===== config.mk =====
export PLATFORM = sky130hd
export DESIGN_NAME = serial_follower
export DESIGN_NICKNAME = d
export VERILOG_FILES = /design/src/logic/serial_follower_pkg.sv /design/src/logic/byte_fifo.sv /design/src/logic/serial_follower.sv
export SDC_FILE = /design/constraint.sdc
export NUM_CORES = 1
export LEC_CHECK = 0
export ABC_AREA = 1
export BUFFER_PORTS_ARGS = -buffer_cell sky130_fd_sc_hd__buf_2
export CORE_MARGIN = 10
export CORE_UTILIZATION = 65
export CTS_CLUSTER_DIAMETER = 60
export DETAILED_ROUTE_END_ITERATION = 7
export PLACE_DENSITY = 0.84
export SLEW_MARGIN = 20
export SYNTH_ARGS = -nofsm -noshare
export SYNTH_HDL_FRONTEND = slang
export SYNTH_SLANG_ARGS = --single-unit
export TNS_END_PERCENT = 100

===== constraint.sdc =====
create_clock -name mclk_i -period 5.8 [get_ports mclk_i]
set_clock_uncertainty 0.05 [all_clocks]
set_input_delay 1.45 -clock mclk_i [delete_from_list [all_inputs] [get_ports mclk_i]]
set_output_delay 1.45 -clock mclk_i [all_outputs]
set_load 0.01 [all_outputs]

===== src/logic/serial_follower_pkg.sv =====
`default_nettype none
package serial_follower_pkg;

  // System clock and character framing.
  localparam int CLK_HZ = 250_000_000;
  localparam int DATA_BITS = 8;
  localparam int CHAR_BITS = 11;

  // Telegram framing values.
  localparam logic [7:0] FRAME_START_CHAR = 8'h02;
  localparam logic [7:0] LEN_OVERHEAD = 8'h02;
  localparam int ADDR_FMT_BIT = 7;
  localparam logic [6:0] BCAST_NODE = 7'h00;

  // The minimum baud rate sets the width of the bit-time divider.
  localparam int BAUD_MIN = 2400;
  localparam int BAUD_MAX = 115200;
  localparam int DIV_MAX = CLK_HZ / BAUD_MIN;
  localparam int DIV_W = $clog2(DIV_MAX + 1);

  // Response data buffer shape.
  localparam int FIFO_WIDTH = 8;
  localparam int FIFO_DEPTH = 16;

  // Values held after reset.
  localparam logic [2:0] LINE_SYNC_RST = 3'h7;
  localparam logic [11:0] TX_IDLE_CHAR = 12'hFFF;

  typedef enum logic [1:0] {PAR_EVEN, PAR_ODD, PAR_NONE} par_mode_t;

  // Configuration; delays are counted in bit times.
  typedef struct packed {
    logic [DIV_W-1:0] baud_div;
    logic [6:0] node;
    par_mode_t par;
    logic stop2;
    logic [15:0] min_dly;
    logic [15:0] max_dly;
  } cfg_t;

  // One-cycle event pulses for status reporting.
  typedef struct packed {
    logic frame_ok;
    logic bcast;
    logic par_err;
    logic frm_err;
    logic len_err;
    logic bcc_err;
    logic resp_sent;
    logic resp_missed;
  } stat_t;

  // Parity bit that makes the ones count even (or odd) over data and it.
  function automatic logic par_bit(input logic [7:0] d, input par_mode_t m);
    return (^d) ^ (m == PAR_ODD);
  endfunction

endpackage
`default_nettype wire


===== src/logic/byte_fifo.sv =====
`timescale 1ns/1ps
`default_nettype none
module byte_fifo
  import serial_follower_pkg::*;
#(
  parameter int WIDTH = FIFO_WIDTH,
  parameter int DEPTH = FIFO_DEPTH
) (
  input wire logic mclk_i,
  input wire logic rst_b_i,
  input wire logic [WIDTH-1:0] in_data_i,
  input wire logic in_valid_i,
  output logic in_ready_o,
  output logic [WIDTH-1:0] out_data_o,
  output logic out_valid_o,
  input wire logic out_ready_i,
  output logic [$clog2(DEPTH):0] count_o
);
  localparam int AW = $clog2(DEPTH);
  localparam logic [AW:0] FULL = (AW+1)'(DEPTH);

  logic [WIDTH-1:0] mem_q [DEPTH];
  logic [AW-1:0] wr_q;
  logic [AW-1:0] rd_q;
  logic [AW:0] cnt_d;
  logic push;
  logic pop;

  // Transfers happen only when both sides agree.
  assign push = in_valid_i && in_ready_o;
  assign pop = out_valid_o && out_ready_i;
  assign out_data_o = mem_q[rd_q];

  // Next fill level.
  always_comb begin
    cnt_d = count_o;
    if (push && !pop) begin
      cnt_d = count_o + 1'b1;
    end else if (pop && !push) begin
      cnt_d = count_o - 1'b1;
    end
  end

  // Storage has no reset; only the words below the fill level are read.
  always_ff @(posedge mclk_i) begin
    if (push) begin
      mem_q[wr_q] <= in_data_i;
    end
  end

  // Pointers wrap naturally since the depth is a power of two.
  always_ff @(posedge mclk_i or negedge rst_b_i) begin
    if (!rst_b_i) begin
      wr_q <= '0;
      rd_q <= '0;
    end else begin
      if (push) begin
        wr_q <= wr_q + 1'b1;
      end
      if (pop) begin
        rd_q <= rd_q + 1'b1;
      end
    end
  end

  // Registered level and flags keep both handshakes glitch free.
  always_ff @(posedge mclk_i or negedge rst_b_i) begin
    if (!rst_b_i) begin
      count_o <= '0;
      in_ready_o <= 1'b1;
      out_valid_o <= 1'b0;
    end else begin
      count_o <= cnt_d;
      in_ready_o <= (cnt_d != FULL);
      out_valid_o <= (cnt_d != '0);
    end
  end

  property p_no_overflow;
    @(posedge mclk_i) disable iff (!rst_b_i)
    (count_o == FULL) |-> !in_ready_o;
  endproperty
  a_no_overflow: assert property (p_no_overflow)
    else $error("fifo accepts data while full");

endmodule
`default_nettype wire


===== src/logic/serial_follower.sv =====
`timescale 1ns/1ps
`default_nettype none
// Behaviour
// RQ1: Start, eight data, parity, stop bits.
// RQ2: Parity makes ones count even.
// RQ3: Telegram starts with start character.
// RQ4: Order start, length, address, data, check.
// RQ5: Length equals data bytes plus two.
// RQ6: Variable text lengths are accepted.
// RQ7: Address bit seven selects format.
// RQ8: Low seven bits node; zero broadcasts.
// RQ9: Response copies received address byte.
// RQ10: Transmit only after own addressed request.
// RQ11: Drive line only while responding.
// RQ12: One master polls up to 126.
// RQ13: Short, long and text telegrams supported.
// RQ14: Baud, parity, stop bits, node configurable.
// RQ15: Wait minimum delay before responding.
// RQ16: Response dropped after maximum delay.
// RQ17: Check byte is XOR of bytes.
// RQ18: Process block passes through unchanged.
// RQ19: Ignore other addresses; broadcasts get silence.
// RQ20: Discard and flag parity or check errors; data bytes leave on rx_vld_o before the check byte is tested.
module serial_follower
  import serial_follower_pkg::*;
(
  input wire logic mclk_i,
  input wire logic rst_b_i,
  input wire cfg_t cfg_i,
  input wire logic line_rx_i,
  output logic line_tx_o,
  output logic line_oe_b_o,
  output logic [7:0] rx_data_o,
  output logic rx_vld_o,
  output logic [7:0] rx_addr_o,
  output stat_t stat_o,
  input wire logic [7:0] resp_len_i,
  input wire logic [7:0] tx_data_i,
  input wire logic tx_vld_i,
  output logic tx_rdy_o
);
  typedef enum logic [1:0] {C_IDLE, C_START, C_BITS, C_STOP} rxc_state_t;
  typedef enum logic [2:0] {F_HUNT, F_LEN, F_ADDR, F_DATA, F_BCC} frm_state_t;
  typedef enum logic [2:0] {
    T_IDLE, T_WAIT, T_STX, T_LEN, T_ADR, T_DAT, T_BCC, T_DRAIN
  } tx_state_t;

  logic [2:0] rx_s_q;
  logic rx_q;
  logic [DIV_W-1:0] bt_cnt_q;
  logic tick;
  rxc_state_t rc_st_q;
  logic [DIV_W-1:0] rc_cnt_q;
  logic [3:0] rc_bit_q;
  logic [8:0] rc_sh_q;
  logic [3:0] rc_last;
  logic rc_done_q;
  logic rc_perr_q;
  logic rc_ferr_q;
  logic [7:0] rc_byte_q;
  frm_state_t fr_st_q;
  logic [7:0] rem_q;
  logic [7:0] bcc_q;
  logic match_q;
  logic bcast_q;
  logic resp_req_q;
  logic accept;
  logic clean;
  logic ev_bad;
  logic ev_len_bad;
  logic ev_end;
  logic ev_bcc_ok;
  tx_state_t tx_st_q;
  logic [15:0] dly_q;
  logic [7:0] tlen_q;
  logic [7:0] tcnt_q;
  logic [7:0] tadr_q;
  logic [7:0] tbcc_q;
  logic [11:0] ts_q;
  logic [3:0] tbits_q;
  logic [3:0] tx_nbits;
  logic [7:0] tbyte;
  logic sending;
  logic load;
  logic tx_miss;
  logic tx_end;
  logic [7:0] fifo_data;
  logic fifo_vld;
  logic [$clog2(FIFO_DEPTH):0] fifo_cnt;

  // Builds one outgoing character, start bit first in bit zero.
  function automatic logic [11:0] char_frame(input logic [7:0] d,
                                             input par_mode_t m);
    if (m == PAR_NONE) begin
      return {3'b111, d, 1'b0};
    end
    return {2'b11, par_bit(d, m), d, 1'b0}; // RQ1 RQ2
  endfunction

  // Three-stage line synchroniser; a level counts once stages two and
  // three agree, which also rejects one-cycle glitches.
  always_ff @(posedge mclk_i or negedge rst_b_i) begin
    if (!rst_b_i) begin
      rx_s_q <= LINE_SYNC_RST;
    end else begin
      rx_s_q <= {rx_s_q[1:0], line_rx_i};
    end
  end

  always_ff @(posedge mclk_i or negedge rst_b_i) begin
    if (!rst_b_i) begin
      rx_q <= 1'b1;
    end else if (rx_s_q[1] == rx_s_q[2]) begin
      rx_q <= rx_s_q[2];
    end
  end

  // Free-running bit-time divider; the tick paces transmit and delays.
  always_ff @(posedge mclk_i or negedge rst_b_i) begin
    if (!rst_b_i) begin
      bt_cnt_q <= '0;
    end else if (bt_cnt_q >= cfg_i.baud_div - 1'b1) begin
      bt_cnt_q <= '0; // RQ14
    end else begin
      bt_cnt_q <= bt_cnt_q + 1'b1;
    end
  end
  assign tick = (bt_cnt_q == '0);

  // Receive character: sample mid-bit after the start edge.
  assign rc_last = (cfg_i.par == PAR_NONE) ? 4'(DATA_BITS - 1)
                                           : 4'(DATA_BITS);
  always_ff @(posedge mclk_i or negedge rst_b_i) begin
    if (!rst_b_i) begin
      rc_st_q <= C_IDLE;
      rc_cnt_q <= '0;
      rc_bit_q <= '0;
      rc_sh_q <= '0;
      rc_done_q <= 1'b0;
      rc_perr_q <= 1'b0;
      rc_ferr_q <= 1'b0;
      rc_byte_q <= '0;
    end else begin
      rc_done_q <= 1'b0;
      unique case (rc_st_q)
        C_IDLE: begin
          if (!rx_q) begin
            rc_cnt_q <= cfg_i.baud_div >> 1;
            rc_st_q <= C_START;
          end
        end
        C_START: begin
          if (rc_cnt_q != '0) begin
            rc_cnt_q <= rc_cnt_q - 1'b1;
          end else if (rx_q) begin
            rc_st_q <= C_IDLE;
          end else begin
            rc_cnt_q <= cfg_i.baud_div - 1'b1;
            rc_bit_q <= '0;
            rc_st_q <= C_BITS;
          end
        end
        C_BITS: begin
          if (rc_cnt_q != '0) begin
            rc_cnt_q <= rc_cnt_q - 1'b1;
          end else begin
            rc_sh_q <= {rx_q, rc_sh_q[8:1]};
            rc_cnt_q <= cfg_i.baud_div - 1'b1;
            rc_bit_q <= rc_bit_q + 1'b1;
            if (rc_bit_q == rc_last) begin
              rc_st_q <= C_STOP;
            end
          end
        end
        C_STOP: begin
          if (rc_cnt_q != '0) begin
            rc_cnt_q <= rc_cnt_q - 1'b1;
          end else begin
            rc_done_q <= 1'b1;
            rc_ferr_q <= !rx_q; // RQ1
            if (cfg_i.par == PAR_NONE) begin
              rc_byte_q <= rc_sh_q[8:1];
              rc_perr_q <= 1'b0;
            end else begin
              rc_byte_q <= rc_sh_q[7:0];
              rc_perr_q <= rc_sh_q[8] != par_bit(rc_sh_q[7:0], cfg_i.par); // RQ2
            end
            rc_st_q <= C_IDLE;
          end
        end
      endcase
      // The own echo is abandoned so no half-heard character outlives a reply.
      if (!line_oe_b_o) begin
        rc_st_q <= C_IDLE; // RQ11
      end
    end
  end

  // Own transmission is not heard back; received events are decoded here.
  always_comb begin
    accept = rc_done_q && line_oe_b_o; // RQ11
    clean = accept && !rc_perr_q && !rc_ferr_q;
    ev_bad = accept && !clean && (fr_st_q != F_HUNT); // RQ20
    ev_len_bad = clean && (fr_st_q == F_LEN) && (rc_byte_q < LEN_OVERHEAD);
    ev_end = clean && (fr_st_q == F_BCC);
    ev_bcc_ok = ev_end && (rc_byte_q == bcc_q); // RQ17
  end

  // Deframer: walks the telegram and keeps the running XOR.
  always_ff @(posedge mclk_i or negedge rst_b_i) begin
    if (!rst_b_i) begin
      fr_st_q <= F_HUNT;
      rem_q <= '0;
      bcc_q <= '0;
      rx_addr_o <= '0;
      match_q <= 1'b0;
      bcast_q <= 1'b0;
      rx_data_o <= '0;
      rx_vld_o <= 1'b0;
      resp_req_q <= 1'b0;
    end else begin
      rx_vld_o <= 1'b0;
      resp_req_q <= 1'b0;
      if (ev_bad || ev_len_bad) begin
        fr_st_q <= F_HUNT; // RQ20
      end else if (clean) begin
        unique case (fr_st_q)
          F_HUNT: begin
            if (rc_byte_q == FRAME_START_CHAR) begin
              bcc_q <= rc_byte_q; // RQ3 RQ17
              fr_st_q <= F_LEN;
            end
          end
          F_LEN: begin
            rem_q <= rc_byte_q; // RQ5 RQ6 RQ13
            bcc_q <= bcc_q ^ rc_byte_q;
            fr_st_q <= F_ADDR;
          end
          F_ADDR: begin
            rx_addr_o <= rc_byte_q;
            match_q <= rc_byte_q[ADDR_FMT_BIT] &&
                       (rc_byte_q[6:0] == cfg_i.node ||
                        rc_byte_q[6:0] == BCAST_NODE); // RQ7 RQ8 RQ19
            bcast_q <= rc_byte_q[6:0] == BCAST_NODE; // RQ8
            rem_q <= rem_q - 1'b1;
            bcc_q <= bcc_q ^ rc_byte_q;
            fr_st_q <= (rem_q == LEN_OVERHEAD) ? F_BCC : F_DATA; // RQ4
          end
          F_DATA: begin
            if (match_q) begin
              rx_data_o <= rc_byte_q; // RQ18
              rx_vld_o <= 1'b1;
            end
            rem_q <= rem_q - 1'b1;
            bcc_q <= bcc_q ^ rc_byte_q;
            if (rem_q == LEN_OVERHEAD) begin
              fr_st_q <= F_BCC;
            end
          end
          F_BCC: begin
            fr_st_q <= F_HUNT;
            resp_req_q <= ev_bcc_ok && match_q && !bcast_q; // RQ10 RQ19
          end
          default: fr_st_q <= F_HUNT;
        endcase
      end
    end
  end

  property p_bad_char_drops;
    @(posedge mclk_i) disable iff (!rst_b_i)
    (accept && rc_perr_q && fr_st_q != F_HUNT) |=>
      (fr_st_q == F_HUNT && !resp_req_q && stat_o.par_err);
  endproperty
  a_bad_char_drops: assert property (p_bad_char_drops) // RQ20
    else $error("parity error did not drop the telegram");

  property p_no_bcast_reply;
    @(posedge mclk_i) disable iff (!rst_b_i)
    resp_req_q |-> (match_q && !bcast_q && rx_addr_o[ADDR_FMT_BIT]);
  endproperty
  a_no_bcast_reply: assert property (p_no_bcast_reply) // RQ19
    else $error("response requested for foreign or broadcast telegram");

  // Response data waits in the buffer; the user is stalled when it fills.
  byte_fifo #(
    .WIDTH(FIFO_WIDTH),
    .DEPTH(FIFO_DEPTH)
  ) u_resp_fifo (
    .mclk_i(mclk_i),
    .rst_b_i(rst_b_i),
    .in_data_i(tx_data_i),
    .in_valid_i(tx_vld_i),
    .in_ready_o(tx_rdy_o),
    .out_data_o(fifo_data),
    .out_valid_o(fifo_vld),
    .out_ready_i(load && tx_st_q == T_DAT),
    .count_o(fifo_cnt)
  );

  // Byte to send for the current telegram position.
  always_comb begin
    sending = tx_st_q inside {T_STX, T_LEN, T_ADR, T_DAT, T_BCC};
    load = tick && (tbits_q == '0) && sending;
    tx_miss = (tx_st_q == T_WAIT) && tick && (dly_q >= cfg_i.max_dly);
    tx_end = (tx_st_q == T_DRAIN) && tick && (tbits_q == '0);
    tx_nbits = 4'(CHAR_BITS) - {3'b000, cfg_i.par == PAR_NONE}
             + {3'b000, cfg_i.stop2}; // RQ14
    unique case (tx_st_q)
      T_STX: tbyte = FRAME_START_CHAR; // RQ3
      T_LEN: tbyte = tlen_q + LEN_OVERHEAD; // RQ5
      T_ADR: tbyte = tadr_q; // RQ9
      T_DAT: tbyte = fifo_data; // RQ18
      T_BCC: tbyte = tbcc_q; // RQ17
      T_IDLE, T_WAIT, T_DRAIN: tbyte = '0;
    endcase
  end

  // Response sequencer with turnaround and timeout counting.
  always_ff @(posedge mclk_i or negedge rst_b_i) begin
    if (!rst_b_i) begin
      tx_st_q <= T_IDLE;
      dly_q <= '0;
      tlen_q <= '0;
      tcnt_q <= '0;
      tadr_q <= '0;
      tbcc_q <= '0;
    end else begin
      if (load) begin
        tbcc_q <= (tx_st_q == T_STX) ? tbyte : tbcc_q ^ tbyte; // RQ17
      end
      unique case (tx_st_q)
        T_IDLE: begin
          if (resp_req_q) begin
            dly_q <= '0; // RQ10
            tlen_q <= resp_len_i;
            tadr_q <= rx_addr_o; // RQ9
            tx_st_q <= T_WAIT;
          end
        end
        T_WAIT: begin
          if (tx_miss) begin
            tx_st_q <= T_IDLE; // RQ16
          end else if (tick) begin
            if (dly_q >= cfg_i.min_dly &&
                fifo_cnt >= ($clog2(FIFO_DEPTH)+1)'(tlen_q)) begin
              tx_st_q <= T_STX; // RQ15
            end else begin
              dly_q <= dly_q + 1'b1;
            end
          end
        end
        T_STX: if (load) tx_st_q <= T_LEN; // RQ4
        T_LEN: begin
          if (load) begin
            tcnt_q <= tlen_q;
            tx_st_q <= T_ADR;
          end
        end
        T_ADR: if (load) tx_st_q <= (tlen_q == '0) ? T_BCC : T_DAT;
        T_DAT: begin
          if (load) begin
            tcnt_q <= tcnt_q - 1'b1;
            if (tcnt_q == 8'h01) begin
              tx_st_q <= T_BCC;
            end
          end
        end
        T_BCC: if (load) tx_st_q <= T_DRAIN;
        T_DRAIN: if (tx_end) tx_st_q <= T_IDLE;
      endcase
    end
  end

  // Character shifter; bit zero is the level on the line.
  always_ff @(posedge mclk_i or negedge rst_b_i) begin
    if (!rst_b_i) begin
      ts_q <= TX_IDLE_CHAR;
      tbits_q <= '0;
    end else if (load) begin
      ts_q <= char_frame(tbyte, cfg_i.par); // RQ1
      tbits_q <= tx_nbits - 4'h1; // RQ1
    end else if (tick && tbits_q != '0) begin
      ts_q <= {1'b1, ts_q[11:1]};
      tbits_q <= tbits_q - 1'b1;
    end
  end
  assign line_tx_o = ts_q[0];

  // Driver enabled from the start of the response until its last stop bit.
  always_ff @(posedge mclk_i or negedge rst_b_i) begin
    if (!rst_b_i) begin
      line_oe_b_o <= 1'b1;
    end else begin
      line_oe_b_o <= !(sending || tx_st_q == T_DRAIN); // RQ11
    end
  end

  // Status pulses, one cycle each.
  always_ff @(posedge mclk_i or negedge rst_b_i) begin
    if (!rst_b_i) begin
      stat_o <= '0;
    end else begin
      stat_o.frame_ok <= ev_bcc_ok && match_q;
      stat_o.bcast <= ev_bcc_ok && match_q && bcast_q;
      stat_o.par_err <= ev_bad && rc_perr_q; // RQ20
      stat_o.frm_err <= ev_bad && rc_ferr_q;
      stat_o.len_err <= ev_len_bad;
      stat_o.bcc_err <= ev_end && !ev_bcc_ok && match_q; // RQ20
      stat_o.resp_sent <= tx_end;
      stat_o.resp_missed <= tx_miss; // RQ16
    end
  end

  property p_drive_only_sending;
    @(posedge mclk_i) disable iff (!rst_b_i)
    !line_oe_b_o |-> $past(sending || tx_st_q == T_DRAIN);
  endproperty
  a_drive_only_sending: assert property (p_drive_only_sending) // RQ11
    else $error("line driven outside a response");

  property p_idle_line_high;
    @(posedge mclk_i) disable iff (!rst_b_i)
    line_oe_b_o |-> (line_tx_o && tbits_q == '0);
  endproperty
  a_idle_line_high: assert property (p_idle_line_high) // RQ11
    else $error("character in flight while driver is off");

  property p_reply_needs_request;
    @(posedge mclk_i) disable iff (!rst_b_i)
    (tx_st_q == T_WAIT && $past(tx_st_q) == T_IDLE) |-> $past(resp_req_q);
  endproperty
  a_reply_needs_request: assert property (p_reply_needs_request) // RQ10
    else $error("response started without an addressed request");

  property p_start_char_first;
    @(posedge mclk_i) disable iff (!rst_b_i)
    (load && tx_st_q == T_STX) |=>
      (ts_q[8:1] == FRAME_START_CHAR && !ts_q[0] && tx_st_q == T_LEN);
  endproperty
  a_start_char_first: assert property (p_start_char_first) // RQ3
    else $error("telegram did not open with the start character");

  property p_len_byte;
    @(posedge mclk_i) disable iff (!rst_b_i)
    (load && tx_st_q == T_LEN) |=> (ts_q[8:1] == tlen_q + LEN_OVERHEAD);
  endproperty
  a_len_byte: assert property (p_len_byte) // RQ5
    else $error("length byte is not data count plus two");

  property p_addr_echo;
    @(posedge mclk_i) disable iff (!rst_b_i)
    (load && tx_st_q == T_ADR) |=> (ts_q[8:1] == tadr_q && !ts_q[0]);
  endproperty
  a_addr_echo: assert property (p_addr_echo) // RQ9
    else $error("response address differs from request address");

  property p_even_parity;
    @(posedge mclk_i) disable iff (!rst_b_i)
    (load && cfg_i.par == PAR_EVEN) |=> (^ts_q[9:1] == 1'b0);
  endproperty
  a_even_parity: assert property (p_even_parity) // RQ2
    else $error("outgoing character has odd ones count");

  property p_min_delay;
    @(posedge mclk_i) disable iff (!rst_b_i)
    (tx_st_q == T_STX && $past(tx_st_q) == T_WAIT) |->
      ($past(dly_q) >= $past(cfg_i.min_dly));
  endproperty
  a_min_delay: assert property (p_min_delay) // RQ15
    else $error("response started before the minimum delay");

  property p_max_delay;
    @(posedge mclk_i) disable iff (!rst_b_i)
    (tx_st_q == T_WAIT) |-> (dly_q <= cfg_i.max_dly);
  endproperty
  a_max_delay: assert property (p_max_delay) // RQ16
    else $error("turnaround wait ran past the maximum delay");

endmodule
`default_nettype wire


==> results list <==
- Of the cells placed in the final design, the portion with a size suffix greater than 1 is 0.122.
* Number of I/O port buffers: 106
- The number of setup buffers added after CTS is 0.
- Drt total wl: 42.8 mm
* Pin count of the biggest net entering global routing: 122
* Sequential element share of the synthesized area: 0.484
- RR Startpoint: u_resp_fifo.rd_q[2]
- The number of placed instances, taps included, is 2501.
* Antenna violation net count after detailed routing: 0
- Of all flip-flops after synthesis, the portion carrying an async set or reset was 0.600.
- For this run, the detailed router's first-pass iteration total came to 6.
- The run finished with clean final reports.
* DR vias/cell: 5.79
- Highest clock rate: 223 MHz
- CTS Buf Count: 36
- For this run, design rule violations remaining after detail routing come to 0.
* Category of the most critical setup path: primary input to flip-flop
* Vert. Die Dim: 186 um
* Clock insertion delay at the later pin of the skew report: 0.54 ns
- Of all nets on the critical path, the largest fanout is 17.
- Worst Setup Slack, final: 1.31 ns
- After clock tree synthesis, the clock-pin slew on the worst setup and hold paths is 0.06 ns.
- STA classifies the critical path startpoint as a primary input.
* FF+latch count, synth: 320
- In the final routed layout, each cell accounts on average for 16.7 um.
* Synthesized instance count: 2109
* Post-placement cell area: 18600 um2
* Static power due to leakage: 9.47 nW
* Hold Path Sink: rx_s_q[1]
- Top-Level Pins: 107
- In this run, the number of DRC markers left after iteration 0 of detailed routing was 1797.
- The finished layout holds 2567 standard cells, fillers aside.
* Minimum hold slack: 0.306 ns
- Worst R2R End: ts_q[9]
- In the layout the commonest cells are nand2_1 (475), inv_1 (264), nor2_1 (211), dfrtp_1 (175), nand3_1 (137).
- The tree is rooted in a clkbuf_16.
* Std cell rows: 60
* Least-Margin Pin Slew: 1.07 ns
- The longest clock path from root to sink contains 3 buffers.
* Post-synth EDFFs: 128
* Post-route standard cell area excluding fillers: 19900 um2
- Combined global-route utilization of all metal layers: 0.249
* Worst slack at placement: 0.794 ns
- Setup repair after global routing left no endpoint under its margin.
* R2r setup slk: 2.53 ns
- 0 antenna diodes ended up in the layout.
* Global-route wire length before repair: 70.7 mm
* Required time at the endpoint of the critical path: 6.12 ns
- Of the available clock period, the critical path in the final layout requires 0.775.
- For the finished layout, the period the worst path requires is 4.49 ns.
- The critical path contains buffers and inverters numbering 2 combined.
* Post-DP HPWL: 29.8 mm
- Along the worst hold path, the cell count comes to 0.
- Area growth from synthesis to layout: 11.2%
- Total Power Consumption: 6.81 mW
- Number of fill cells: 1926
* Primary flip-flop cell chosen by synthesis mapping: dfrtp_1
- Setup TNS: 0 ns
- Number of hold violations in the final report: 0
* H-tree lvl count: 2
- Cell area power density: 342 nW/um2
- Max-cap violation count: 0
- STA classifies the critical path endpoint as a flip-flop.
* FF/Latch Area: 8670 um2
* VDD IR-drop max: 361 uV
- Buffers inserted to repair hold after CTS numbered 0.
- Vias in the first global route: 14500
* Setup violation total in the final timing report: 0
- Cell with the largest stage delay on the worst path: o2111ai_2
- From left edge to right edge, the die measures 186 um.
* Worst hold path type: flip-flop to flip-flop
- The average instance in the mapped netlist occupies 8.50 um2.
* Number of antenna violations at the first check in global routing: 0
- Area of the die: 34600 um2
- The netlist uses 63 different library cells.
- Count of vias placed by the detailed router: 14900
- Sink Count: 320
- Grouping stages by cell kind, the critical path spends the most delay in simple AND/OR/NAND/NOR gates.
- YS warnings: 0
- Number of slew-limit violations in the final report: 0
- In this design, the critical path's most frequently occurring cell is nor3_1.
- The share of synthesized area in the top cell type comes to 0.246.
* Residual overflow from global routing: 0
* Net Count, Synth: 2268
* Placeable core region: 27000 um2
- At the worst endpoint, the arrival time is 4.81 ns.
- The multi-input combinational cells in the finished layout cover a total of 7870 um2.
- Beginning of the worst hold path: rx_s_q[0]
- GP Congestion: 0.927
- The library cell used most frequently in the layout, excluding fill and tap cells, is nand2_1.
- In this design, the stage delay of the slowest critical-path cell is 0.65 ns.
* Final Util: 0.737
* Cell-by-cell listing of the critical path: buf_2 > inv_1 > ha_1 > nand3_1 > nor3_1 > nand3_2 > nor3_1 > xor2_1 > ha_1 > nand2_1 > nor3_1 > nor3b_1 > nand3_1 > o2111ai_2 > nor3_1
* Initial core utilization: 0.663
- Measured against its own limit, the worst slew margin works out to 0.287.
- CTS tree: done
- Mapped Area: 17900 um2
- Cell types occupying the most area after synthesis: dfrtp_1 (25%), edfxtp_1 (21%), nand2_1 (10%)
* Post-synth top area cell: dfrtp_1
- Once the clock tree was built, the resizer swapped 0 gates to a different size.
- Final layout net count: 2357
- Counting cells, the worst reg-to-reg path comes to 17.
==> layout make-up <==
class,count,share of cell area
clock inverters,21,0.0127
flip-flops and latches,320,0.435
repair buffers,114,0.0307
well taps,341,0.0214
inverters,279,0.0526
clock buffers,45,0.0521
multi-input cells,1447,0.395
==> flip-flops by register name (all words and copies together), names as in the netlist, 8 cells and up <==
name               cells
u_resp_fifo.mem_q    128
bt_cnt_q              17
rc_cnt_q              17
dly_q                 16
ts_q                  10
rc_sh_q                9
bcc_q                  8
rc_byte_q              8
rem_q                  8
rx_addr_o              8
rx_data_o              8
stat_o                 8
tadr_q                 8
tbcc_q                 8
tcnt_q                 8
tlen_q                 8
==> cells by family after synthesis <==
family | after synthesis | share of synthesized area
multiplexers | 17 | 0.0102
AND/OR/NAND/NOR | 958 | 0.234
flip-flops | 320 | 0.484
adder cells (fa/ha/maj) | 81 | 0.0564
XOR/XNOR | 71 | 0.0347
AO/OA/AOI/OAI | 320 | 0.103
buffers and inverters | 342 | 0.0775
==> power breakdown <==
group	switching (mW)	internal (mW)	total [mW]	leakage (nW)
combinational	1.01	0.539	1.55	5.29
sequential	0.198	2.65	2.84	3.55
clock	0.945	1.47	2.42	0.637
==> worst register-to-register path, delay by kind of cell (launching register included) <==
kind / cells / cell delay [ns]
simple gates: 15 / 1.51
flops: 1 / 0.85
buf+inv: 2 / 0.81
==> layer usage <==
| metal | routed length [um] | GRT usage |
|---|---|---|
| met1 | 18700 | 0.341 |
| met2 | 20200 | 0.407 |
| met3 | 3130 | 0.0376 |
| met4 | 847 | 0.0619 |
| met5 | 0 | 0 |
==> Yosys cell counts (21+ instances only) <==
library cell / instances
o21ai_1: 21
dfrtp_1: 176
clkbuf_1: 28
nand2_1: 475
nand3_1: 137
nand4_1: 31
nor3_1: 35
edfxtp_1: 128
buf_2: 23
ha_1: 80
o21ai_0: 123
o211ai_1: 22
a21oi_1: 88
inv_1: 264
xor2_1: 51
nor2_1: 212
==> worst max path at each step <==
stage,start,end,slack [ns],cells past startpoint
4_1_cts,cfg_i[42],bt_cnt_q[13],1.31,15
5_1_grt,cfg_i[42],bt_cnt_q[13],0.92,15
3_5_place_dp,cfg_i[42],bt_cnt_q[13],0.79,15
2_1_floorplan,cfg_i[42],bt_cnt_q[12],1.46,15
6_report,cfg_i[42],bt_cnt_q[13],1.31,15
3_3_place_gp,cfg_i[42],bt_cnt_q[13],0.97,15
Power figures use the tool's default switching activity.
